File: src/hdl/mrc_pkg.sv
// constants and types shared by the reset controller
//
// Functional notes
// - power-on clears program counter, sets port data and direction registers high.
// - power-on or low-voltage reset holds the core for a 50 ms delay.
// - external reset pin acts as reset only when the option selects it.
// - core stays in reset while the pin is low, then starts at zero.
// - pin release or run-mode watchdog timeout adds a 16.7 ms delay.
// - supervisor is enabled outside power-down and resets the device on valid low supply.
// - low-supply pulses not longer than the qualification time are ignored.
// - supervisor is disabled while the device is powered down.
// - level select decodes four valid patterns 55, 33, 99 and aa.
// - invalid level pattern resets after 2-3 sub clocks and restores the register.
// - genuine low-voltage reset acts after 2-3 sub clocks, register kept.
// - level select register is 0x55 after power-on.
// - low-voltage cause flag set by that reset, cleared only by writing 0.
// - select-fault flag set on undefined pattern, cleared only by writing 0.
// - run-mode watchdog timeout resets like the pin and sets the timeout flag.
// - sleep or idle watchdog timeout clears only program counter and stack pointer.
// - start-up wait is 15-16, 1024 or 1-2 clocks by oscillator source.
// - timeout and power-down flags are updated by reset type.
// - power-on disables all interrupts and turns off all timer modules.
// - power-on clears watchdog and time base, stack pointer to top.
// - watchdog-control fault flag set on that reset, cleared only by writing 0.
package mrc_pkg;
    // ****************************************************
    // register map
    // ****************************************************
    localparam logic [7:0] LVL_SEL_ADDR = 8'h00;
    localparam logic [7:0] RST_FLAGS_ADDR = 8'h04;
    localparam logic [7:0] STATUS_ADDR = 8'h08;
    localparam logic [7:0] CONFIG_ADDR = 8'h0c;
    localparam logic [7:0] LVL_SEL_RESET = 8'h55;
    localparam logic [7:0] LVL_2V10 = 8'h55;
    localparam logic [7:0] LVL_2V55 = 8'h33;
    localparam logic [7:0] LVL_3V15 = 8'h99;
    localparam logic [7:0] LVL_3V80 = 8'haa;
    localparam int FLAG_SYSCLK_ON = 7;
    localparam int FLAG_LV_CAUSE = 2;
    localparam int FLAG_SEL_FAULT = 1;
    localparam int FLAG_WDT_FAULT = 0;
    localparam int CFG_PIN_RESET_EN = 0;
    localparam int CFG_OSC_LSB = 1;
    // ****************************************************
    // timing
    // ****************************************************
    localparam real CLK_MHZ = 250.0;
    localparam real POR_DELAY_MS = 50.0;
    localparam real PIN_DELAY_MS = 16.7;
    localparam int POR_DELAY_CYC = int'(POR_DELAY_MS * CLK_MHZ * 1000.0);
    localparam int PIN_DELAY_CYC = int'(PIN_DELAY_MS * CLK_MHZ * 1000.0);
    localparam int SST_RC_CYC = 16;
    localparam int SST_XTAL_CYC = 1024;
    localparam int SST_SLOW_CYC = 2;
    localparam int SUB_RESET_TICKS = 2;
    localparam int LV_QUAL_CYC = 64;
    localparam logic [2:0] OSC_EXT_RC = 3'h0;
    localparam logic [2:0] OSC_FAST_RC = 3'h1;
    localparam logic [2:0] OSC_FAST_XTAL = 3'h2;
    localparam logic [2:0] OSC_SLOW_XTAL = 3'h3;
    localparam logic [2:0] OSC_SLOW_RC = 3'h4;
    localparam logic [7:0] PORT_RESET = 8'hff;
    typedef enum logic [1:0] {MRC_RUN, MRC_HOLD, MRC_DELAY} mrc_state_t;
endpackage : mrc_pkg

File: src/hdl/mrc_reset_ctrl.sv
// reset source merging, delays, cause flags and level-select guard
`timescale 1ns/100ps
`default_nettype none
module mrc_reset_ctrl
    import mrc_pkg::*;
#(
    parameter int POR_CYC = POR_DELAY_CYC,
    parameter int PIN_CYC = PIN_DELAY_CYC,
    parameter int QUAL_CYC = LV_QUAL_CYC
) (
    // clock and power-on reset
    input wire logic CLK_SYS_I,
    input wire logic RST_I,
    // reset sources
    input wire logic EXT_RESET_PIN_N_I,
    input wire logic LV_LOW_SUPPLY_I,
    input wire logic WDT_TIMEOUT_I,
    input wire logic WDT_CTRL_FAULT_I,
    input wire logic SUB_CLOCK_TICK_I,
    input wire logic POWERDOWN_I,
    input wire logic IDLE_I,
    // apb
    input wire logic PSEL_I,
    input wire logic PENABLE_I,
    input wire logic PWRITE_I,
    input wire logic [7:0] PADDR_I,
    input wire logic [31:0] PWDATA_I,
    output logic [31:0] PRDATA_O,
    output logic PREADY_O,
    output logic PSLVERR_O,
    // core controls
    output logic CORE_RESET_O,
    output logic FULL_RESET_O,
    output logic PC_SP_CLEAR_O,
    output logic POR_INIT_O,
    output logic [7:0] PORT_INIT_O,
    output logic WATCHDOG_TIMEOUT_FLAG_O,
    output logic POWERDOWN_FLAG_O,
    output logic [7:0] LV_LEVEL_SELECT_O,
    output logic EXT_RESET_PIN_IS_IO_O
);
    // ****************************************************
    // registers and decode
    // ****************************************************
    mrc_state_t state;
    logic [27:0] count;
    logic [7:0] lv_level_select;
    logic [7:0] flags;
    logic [3:0] cfg;
    logic [7:0] qual_cnt;
    logic [1:0] sub_cnt;
    logic lv_pending;
    logic sel_pending;
    logic por_done;
    logic pin_held;
    logic lv_fire;
    logic sel_fire;
    logic wdt_run;
    logic wdt_sleep;
    logic pin_low;
    logic valid_sel;
    logic wr;
    logic rd;

    function automatic logic level_ok(input logic [7:0] v);
        level_ok = (v == LVL_2V10) || (v == LVL_2V55) || (v == LVL_3V15) || (v == LVL_3V80);
    endfunction : level_ok

    function automatic logic [27:0] sst_cycles(input logic [2:0] osc);
        case (osc)
            OSC_EXT_RC, OSC_FAST_RC: sst_cycles = 28'(SST_RC_CYC);
            OSC_FAST_XTAL, OSC_SLOW_XTAL: sst_cycles = 28'(SST_XTAL_CYC);
            default: sst_cycles = 28'(SST_SLOW_CYC);
        endcase
    endfunction : sst_cycles

    assign valid_sel = level_ok(lv_level_select);
    assign wr = PSEL_I && PENABLE_I && PWRITE_I;
    assign rd = PSEL_I && !PWRITE_I;
    assign pin_low = cfg[CFG_PIN_RESET_EN] && !EXT_RESET_PIN_N_I;
    assign lv_fire = lv_pending && SUB_CLOCK_TICK_I && (sub_cnt == 2'(SUB_RESET_TICKS));
    assign sel_fire = sel_pending && SUB_CLOCK_TICK_I && (sub_cnt == 2'(SUB_RESET_TICKS));
    assign wdt_run = WDT_TIMEOUT_I && !POWERDOWN_I && !IDLE_I && state == MRC_RUN;
    assign wdt_sleep = WDT_TIMEOUT_I && (POWERDOWN_I || IDLE_I) && state == MRC_RUN;

    // ****************************************************
    // low-supply qualification
    // ****************************************************
    always_ff @(posedge CLK_SYS_I) begin
        if (RST_I || POWERDOWN_I || !LV_LOW_SUPPLY_I) begin
            qual_cnt <= 8'h00;
        end else if (qual_cnt <= 8'(QUAL_CYC)) begin
            qual_cnt <= qual_cnt + 8'h01;
        end
    end

    // pending lv/select resets count sub-clock ticks; 2 ticks gives the 2-3 window
    always_ff @(posedge CLK_SYS_I) begin
        if (RST_I || lv_fire || sel_fire) begin
            lv_pending <= 1'b0;
            sel_pending <= 1'b0;
            sub_cnt <= 2'h0;
        end else begin
            // the supply must still be low one cycle past the full count, so a pulse of exactly QUAL_CYC is ignored
            if (qual_cnt == 8'(QUAL_CYC) && LV_LOW_SUPPLY_I && !POWERDOWN_I) begin
                lv_pending <= 1'b1;
            end
            if (!valid_sel) begin
                sel_pending <= 1'b1;
            end
            if ((lv_pending || sel_pending) && SUB_CLOCK_TICK_I) begin
                sub_cnt <= sub_cnt + 2'h1;
            end
        end
    end

    // ****************************************************
    // reset sequencer
    // ****************************************************
    always_ff @(posedge CLK_SYS_I) begin
        if (RST_I) begin
            state <= MRC_DELAY;
            count <= 28'(POR_CYC);
            por_done <= 1'b0;
            pin_held <= 1'b0;
        end else begin
            case (state)
                MRC_RUN: begin
                    if (pin_low) begin
                        state <= MRC_HOLD;
                    end else if (lv_fire || sel_fire) begin
                        state <= MRC_DELAY;
                        count <= 28'(POR_CYC);
                    end else if (wdt_run) begin
                        state <= MRC_DELAY;
                        count <= 28'(PIN_CYC);
                    end else if (wdt_sleep) begin
                        state <= MRC_DELAY;
                        count <= sst_cycles(cfg[3:1]);
                    end
                end
                MRC_HOLD: begin
                    if (!pin_low) begin
                        state <= MRC_DELAY;
                        count <= 28'(PIN_CYC);
                    end
                end
                MRC_DELAY: begin
                    if (pin_low) begin
                        state <= MRC_HOLD;
                    end else if (count <= 28'h1) begin
                        state <= MRC_RUN;
                        por_done <= 1'b1;
                    end else begin
                        count <= count - 28'h1;
                    end
                end
                default: state <= MRC_RUN;
            endcase
            pin_held <= pin_low;
        end
    end

    // ****************************************************
    // outputs toward the core
    // ****************************************************
    always_ff @(posedge CLK_SYS_I) begin
        if (RST_I) begin
            CORE_RESET_O <= 1'b1;
            FULL_RESET_O <= 1'b1;
            PC_SP_CLEAR_O <= 1'b1;
            POR_INIT_O <= 1'b1;
            PORT_INIT_O <= PORT_RESET;
        end else begin
            // the sleep wake keeps state, so only pc and sp are cleared
            CORE_RESET_O <= (state != MRC_RUN) || pin_low || lv_fire || sel_fire || wdt_run || wdt_sleep;
            FULL_RESET_O <= pin_low || lv_fire || sel_fire || wdt_run || state == MRC_HOLD;
            PC_SP_CLEAR_O <= wdt_sleep || pin_low || lv_fire || sel_fire || wdt_run;
            POR_INIT_O <= !por_done && state != MRC_RUN;
            PORT_INIT_O <= PORT_RESET;
        end
    end

    // ****************************************************
    // flags and registers
    // ****************************************************
    always_ff @(posedge CLK_SYS_I) begin
        if (RST_I) begin
            WATCHDOG_TIMEOUT_FLAG_O <= 1'b0;
            POWERDOWN_FLAG_O <= 1'b0;
        end else if (wdt_run) begin
            WATCHDOG_TIMEOUT_FLAG_O <= 1'b1;
        end else if (wdt_sleep) begin
            WATCHDOG_TIMEOUT_FLAG_O <= 1'b1;
            POWERDOWN_FLAG_O <= 1'b1;
        end
    end

    always_ff @(posedge CLK_SYS_I) begin
        if (RST_I) begin
            lv_level_select <= LVL_SEL_RESET;
        end else if (sel_fire) begin
            lv_level_select <= LVL_SEL_RESET;
        end else if (wr && PADDR_I == LVL_SEL_ADDR) begin
            lv_level_select <= PWDATA_I[7:0];
        end
    end

    // hardware set wins over a software clear in the same cycle
    always_ff @(posedge CLK_SYS_I) begin
        if (RST_I) begin
            flags <= 8'h00;
            cfg <= 4'h1;
        end else begin
            if (wr && PADDR_I == RST_FLAGS_ADDR) begin
                flags[FLAG_SYSCLK_ON] <= PWDATA_I[FLAG_SYSCLK_ON];
                for (int i = 0; i < 3; i++) begin
                    if (!PWDATA_I[i]) begin
                        flags[i] <= 1'b0;
                    end
                end
            end
            if (lv_fire) begin
                flags[FLAG_LV_CAUSE] <= 1'b1;
            end
            if (sel_pending || !valid_sel) begin
                flags[FLAG_SEL_FAULT] <= 1'b1;
            end
            if (WDT_CTRL_FAULT_I) begin
                flags[FLAG_WDT_FAULT] <= 1'b1;
            end
            if (wr && PADDR_I == CONFIG_ADDR) begin
                cfg <= PWDATA_I[3:0];
            end
        end
    end

    // ****************************************************
    // apb slave, zero wait states
    // ****************************************************
    always_ff @(posedge CLK_SYS_I) begin
        if (RST_I) begin
            PRDATA_O <= 32'h0;
            PREADY_O <= 1'b0;
            PSLVERR_O <= 1'b0;
            LV_LEVEL_SELECT_O <= LVL_SEL_RESET;
            EXT_RESET_PIN_IS_IO_O <= 1'b0;
        end else begin
            PREADY_O <= PSEL_I && !PENABLE_I;
            PSLVERR_O <= PSEL_I && !PENABLE_I && !(PADDR_I == LVL_SEL_ADDR || PADDR_I == RST_FLAGS_ADDR
                || PADDR_I == STATUS_ADDR || PADDR_I == CONFIG_ADDR);
            LV_LEVEL_SELECT_O <= lv_level_select;
            EXT_RESET_PIN_IS_IO_O <= !cfg[CFG_PIN_RESET_EN];
            if (rd && !PENABLE_I) begin
                case (PADDR_I)
                    LVL_SEL_ADDR: PRDATA_O <= {24'h0, lv_level_select};
                    RST_FLAGS_ADDR: PRDATA_O <= {24'h0, flags[7], 4'h0, flags[2:0]};
                    STATUS_ADDR: PRDATA_O <= {28'h0, pin_held, POWERDOWN_FLAG_O, WATCHDOG_TIMEOUT_FLAG_O,
                        state == MRC_RUN};
                    CONFIG_ADDR: PRDATA_O <= {28'h0, cfg};
                    default: PRDATA_O <= 32'h0;
                endcase
            end
        end
    end

    // ****************************************************
    // checks
    // ****************************************************
    sel_restore_a: assert property (@(posedge CLK_SYS_I) disable iff (RST_I)
        sel_fire |=> lv_level_select == LVL_SEL_RESET) else $error("level select not restored");
    lv_flag_a: assert property (@(posedge CLK_SYS_I) disable iff (RST_I)
        lv_fire |=> flags[FLAG_LV_CAUSE]) else $error("lv cause flag not set");
    lv_keep_a: assert property (@(posedge CLK_SYS_I) disable iff (RST_I)
        lv_fire && !wr |=> $stable(lv_level_select)) else $error("level select changed");
    pin_hold_a: assert property (@(posedge CLK_SYS_I) disable iff (RST_I)
        pin_low |=> ##1 CORE_RESET_O) else $error("core not held by pin");
    pin_opt_a: assert property (@(posedge CLK_SYS_I) disable iff (RST_I)
        !cfg[CFG_PIN_RESET_EN] && state == MRC_RUN |=> state != MRC_HOLD) else $error("pin reset unselected");
    wdt_run_a: assert property (@(posedge CLK_SYS_I) disable iff (RST_I)
        wdt_run && !pin_low && !lv_fire && !sel_fire |=> count == 28'(PIN_CYC)) else $error("bad delay");
    wdt_flag_a: assert property (@(posedge CLK_SYS_I) disable iff (RST_I)
        wdt_sleep |=> WATCHDOG_TIMEOUT_FLAG_O && POWERDOWN_FLAG_O) else $error("flags not set");
    pd_lv_a: assert property (@(posedge CLK_SYS_I) disable iff (RST_I)
        POWERDOWN_I |=> qual_cnt == 8'h00) else $error("supervisor active in power-down");
endmodule : mrc_reset_ctrl
`default_nettype wire

File: config.mk
export PLATFORM = sky130hd
export DESIGN_NAME = mrc_reset_ctrl
export DESIGN_NICKNAME = d
export VERILOG_FILES = /design/src/hdl/mrc_pkg.sv /design/src/hdl/mrc_reset_ctrl.sv
export SDC_FILE = /design/constraint.sdc
export NUM_CORES = 1
export LEC_CHECK = 0
export ABC_AREA = 0
export BUFFER_PORTS_ARGS = -buffer_cell sky130_fd_sc_hd__buf_2
export CORE_ASPECT_RATIO = 0.6
export CORE_MARGIN = 3
export CORE_UTILIZATION = 45
export DETAILED_ROUTE_END_ITERATION = 12
export HOLD_SLACK_MARGIN = 0.1
export PLACE_DENSITY = 0.69
export REMOVE_ABC_BUFFERS = 1
export SLEW_MARGIN = 20
export SYNTH_ARGS = -nofsm -noshare
export SYNTH_HDL_FRONTEND = slang
export SYNTH_SLANG_ARGS = --single-unit
export TNS_END_PERCENT = 10
File: constraint.sdc
create_clock -name CLK_SYS_I -period 2.7 [get_ports CLK_SYS_I]
set_clock_uncertainty 0.1 [all_clocks]
set_input_delay 0.27 -clock CLK_SYS_I [delete_from_list [all_inputs] [get_ports CLK_SYS_I]]
set_output_delay 0.27 -clock CLK_SYS_I [all_outputs]
set_load 0.1 [all_outputs]
==> qor.txt <==
Status: complete, no violations
Initial core utilization: 0.4767
Vert. Die Dim: 83.54 um
Nets: 641
Num CTS Buffers: 9
Clock power share: 0.344
Post-synth top area share: 0.3774
Yosys cell types: 65
CP Launch Type: flop
Async S/R FF share, synth: 0
Die Wd: 135.2 um
Hold Crit Class: in2reg
Die ar.: 11300 um2
Critical Path Slowest Stage Cell: or4_4
Combinational power share: 0.265
Min Tclk post-route: 2.581 ns
Period utilization: 0.9558
H-tree levels: 3
Cells after Synth: 516
Max Transition Viols Final: 0
Worst-path maximum fanout: 15
Post-route DRC: 0
R2r setup slk: 0.12 ns
Largest net degree at the start of global routing: 38
CTS tree: yes
Setup-failing EPs final: 0
Setup TNS: 0 ns
Crit path from: count[5]
Placed instance area: 4838 um2
Top post-synthesis cells by area: dfxtp_1 38%, buf_4 5.5%, nor2_1 5.2%, a221o_1 2.9%, mux2i_1 2.9%
Vias per std cell: 5.897
Synth Warn #: 0
Worst EP required: 2.87 ns
Highest ir drop seen on vdd: 410.6 uV
Critical path class: reg2reg
Overall global routing resource usage: 0.2286
Setup bufs post-CTS: 0
Clock buffer depth: 2
Worst path cell trace: or4_4 -> or4_4 -> nor4_4 -> buf_4 -> a2111oi_0 -> a211oi_1
Area grow syn2layout: 15.59%
WP data arrival: 2.75 ns
R2R depth: 6
DR vias: 4216
Number of placement rows: 27
Drt first pass iters: 7
Most used DFF post-synth: dfxtp_1
Reg-to-reg endpoint: count[1]
Most frequent CP cell: or4_4
Wire length per cell: 17.97 um
Mapped cell area: 4509 um2
Hold Slack: 0.1156 ns
Final hold vios: 0
Worst skew pair latency: 0.35 ns
Final Instance Area: 5213 um2
WP buf/inv: 1
CP Capture Point: count[1]
Clock transition at path regs: 0.07 ns
Ports: 109
# fillers: 857
Register bit total from synthesis: 85
Detailed placement HPWL: 9496 um
NetSw: 0.001301 W
DRT antenna net count: 0
Yosys top cell by area: dfxtp_1
Critical R2R Launch: count[5]
Port Buf Inserts: 52
Clock root cell: clkbuf_16
Register area: 1702 um2
FMAX: 387.5 MHz
MaxCap Viol Count: 0
Least-Margin Pin Slew: 0.6504 ns
PwrDens: 678.2 nW/um2
Initial antenna violation count: 0
RSZ-0062 raised after global routing: false
GP Congestion: 0.9760
Clock sinks: 85
Overflow after GRT: 0
EDFF count, synth: 0
# diodes: 0
DR iter-0 viols: 325
Synth Area per Inst: 8.739 um2
Dominant cell by count in the synthesized netlist: dfxtp_1
Leakage: 2.110 nW
Top cells by count, synth: 85 x dfxtp_1, 62 x nor2_1, 33 x buf_4
Critical Path Max Stage Delay: 0.59 ns
Register area share after synthesis: 0.3774
First-pass GRT wire length: 20610 um
Multi-input logic area: 2474 um2
Drt total wl: 12850 um
Core area: 9459 um2
Crit path depth: 6
Sequential share of power: 0.392
Tot Pwr: 0.003535 W
Endpoint class of the critical path: flop
Cell Int Power: 0.002235 W
Kind of cell adding the most delay to the critical path: simple AND/OR/NAND/NOR gates
Vias in the first global route: 3842
Final core occ: 0.5511
Share of layout cells above drive strength 1: 0.2000
Switching fraction of total power: 0.3679
Slew HR: 0.5624
layout by cell type (no fill, tap or decap), types with 5 or more instances in the layout:
cell | netlist | final
a211oi_1 | 5 | 5
a21oi_1 | 22 | 22
a221o_1 | 13 | 13
a22oi_1 | 7 | 7
a31oi_1 | 9 | 9
buf_2 | 0 | 52
buf_4 | 33 | 20
clkbuf_16 | 0 | 9
conb_1 | 2 | 32
dfxtp_1 | 85 | 85
dlygate4sd3_1 | 0 | 8
ha_1 | 9 | 9
inv_1 | 15 | 15
mux2i_1 | 13 | 13
nand2_1 | 26 | 26
nand2b_1 | 7 | 7
nand3_1 | 17 | 17
nand4_1 | 10 | 10
nor2_1 | 62 | 62
nor2b_1 | 6 | 6
nor3_1 | 7 | 7
nor4_1 | 10 | 9
o211ai_1 | 9 | 9
o21ai_0 | 13 | 13
o31ai_1 | 6 | 6
o41ai_1 | 8 | 8
or2_2 | 9 | 9
or3_1 | 11 | 11
or4_1 | 10 | 10
routing by layer:
| metal | up-vias | routed length, um | global-route usage |
|---|---|---|---|
| li1 | 1981 | - | - |
| met1 | 2015 | 6291 | 0.3604 |
| met2 | 202 | 5173 | 0.3014 |
| met3 | 18 | 1249 | 0.06084 |
| met4 | 0 | 136 | 0.05764 |
| met5 | - | 0 | 0 |
power groups by stage:
stage          Clock [W]  Sequential [W]  Combinational (W)
3_5_place_dp           0         0.00141           0.000899
2_1_floorplan          0         0.00145           0.000601
5_1_grt          0.00128         0.00140            0.00100
3_3_place_gp           0         0.00141           0.000889
6_report         0.00121         0.00139           0.000935
4_1_cts          0.00123         0.00138           0.000914
state kept, by name (all words and copies together), names as in the netlist, 2 cells and up:
register / count
count: 28
qual_cnt: 8
LV_LEVEL_SELECT_O: 8
lv_level_select: 8
sub_cnt: 2
cfg: 4
flags: 4
state: 2
PRDATA_O: 8
area by class of cell:
cell class                 instances  area share
sequential                        85      0.3265
multi-input combinational        387      0.4746
clock buffer                       9     0.04321
timing repair buffer              82      0.1018
inverter                          15     0.01080
clock inverter                     7     0.01200
tap                              130     0.03120
logic make-up (layout without fill, tap and decap cells):
| kind of cell | after synthesis | in the layout | synth area share |
|---|---|---|---|
| and+or+nand+nor | 199 | 199 | 0.2406 |
| AOI/OAI and AO/OA | 122 | 122 | 0.1931 |
| DFF | 85 | 85 | 0.3774 |
| buffers and inverters | 74 | 113 | 0.1004 |
| muxes | 17 | 17 | 0.04634 |
| adders and majority gates | 9 | 9 | 0.02497 |
| xor gates and xnor gates | 8 | 8 | 0.01554 |
| other | 2 | 32 | 0.001665 |
metrics by stage:
| step | setup WS (ns) | std cells |
|---|---|---|
| 2_1_floorplan | 0.08046 | 487 |
| 3_3_place_gp | 0.1609 | 691 |
| 3_5_place_dp | 0.1044 | 691 |
| 4_1_cts | 0.08265 | 715 |
| 5_1_grt | 0.004854 | 715 |
| 6_report | 0.1194 | 715 |
repair_timing:
action	in CTS	in global routing
endpoints found under the hold margin	11	0
gates resized for setup	0	1
setup endpoints to repair	0	1
hold buffers	8	0
worst min-delay path by stage:
| stage | slack (ns) | end | from | cells past startpoint |
|---|---|---|---|---|
| 2_1_floorplan | 0.24 | EXT_RESET_PIN_IS_IO_O | RST_I | 1 |
| 3_3_place_gp | 0.33 | POR_INIT_O | por_done | 1 |
| 3_5_place_dp | 0.35 | POR_INIT_O | por_done | 1 |
| 4_1_cts | 0.11 | lv_level_select[1] | PWDATA_I[1] | 3 |
| 5_1_grt | 0.15 | PC_SP_CLEAR_O | WDT_TIMEOUT_I | 3 |
| 6_report | 0.12 | lv_level_select[1] | PWDATA_I[1] | 3 |
worst register-to-register path, stage by stage (launching register included):
cell	delay [ns]
dfxtp_1	0.35
or4_4	0.55
or4_4	0.59
nor4_4	0.32
buf_4	0.30
a2111oi_0	0.09
a211oi_1	0.22
Note: power is estimated with default switching activity, not from simulation.
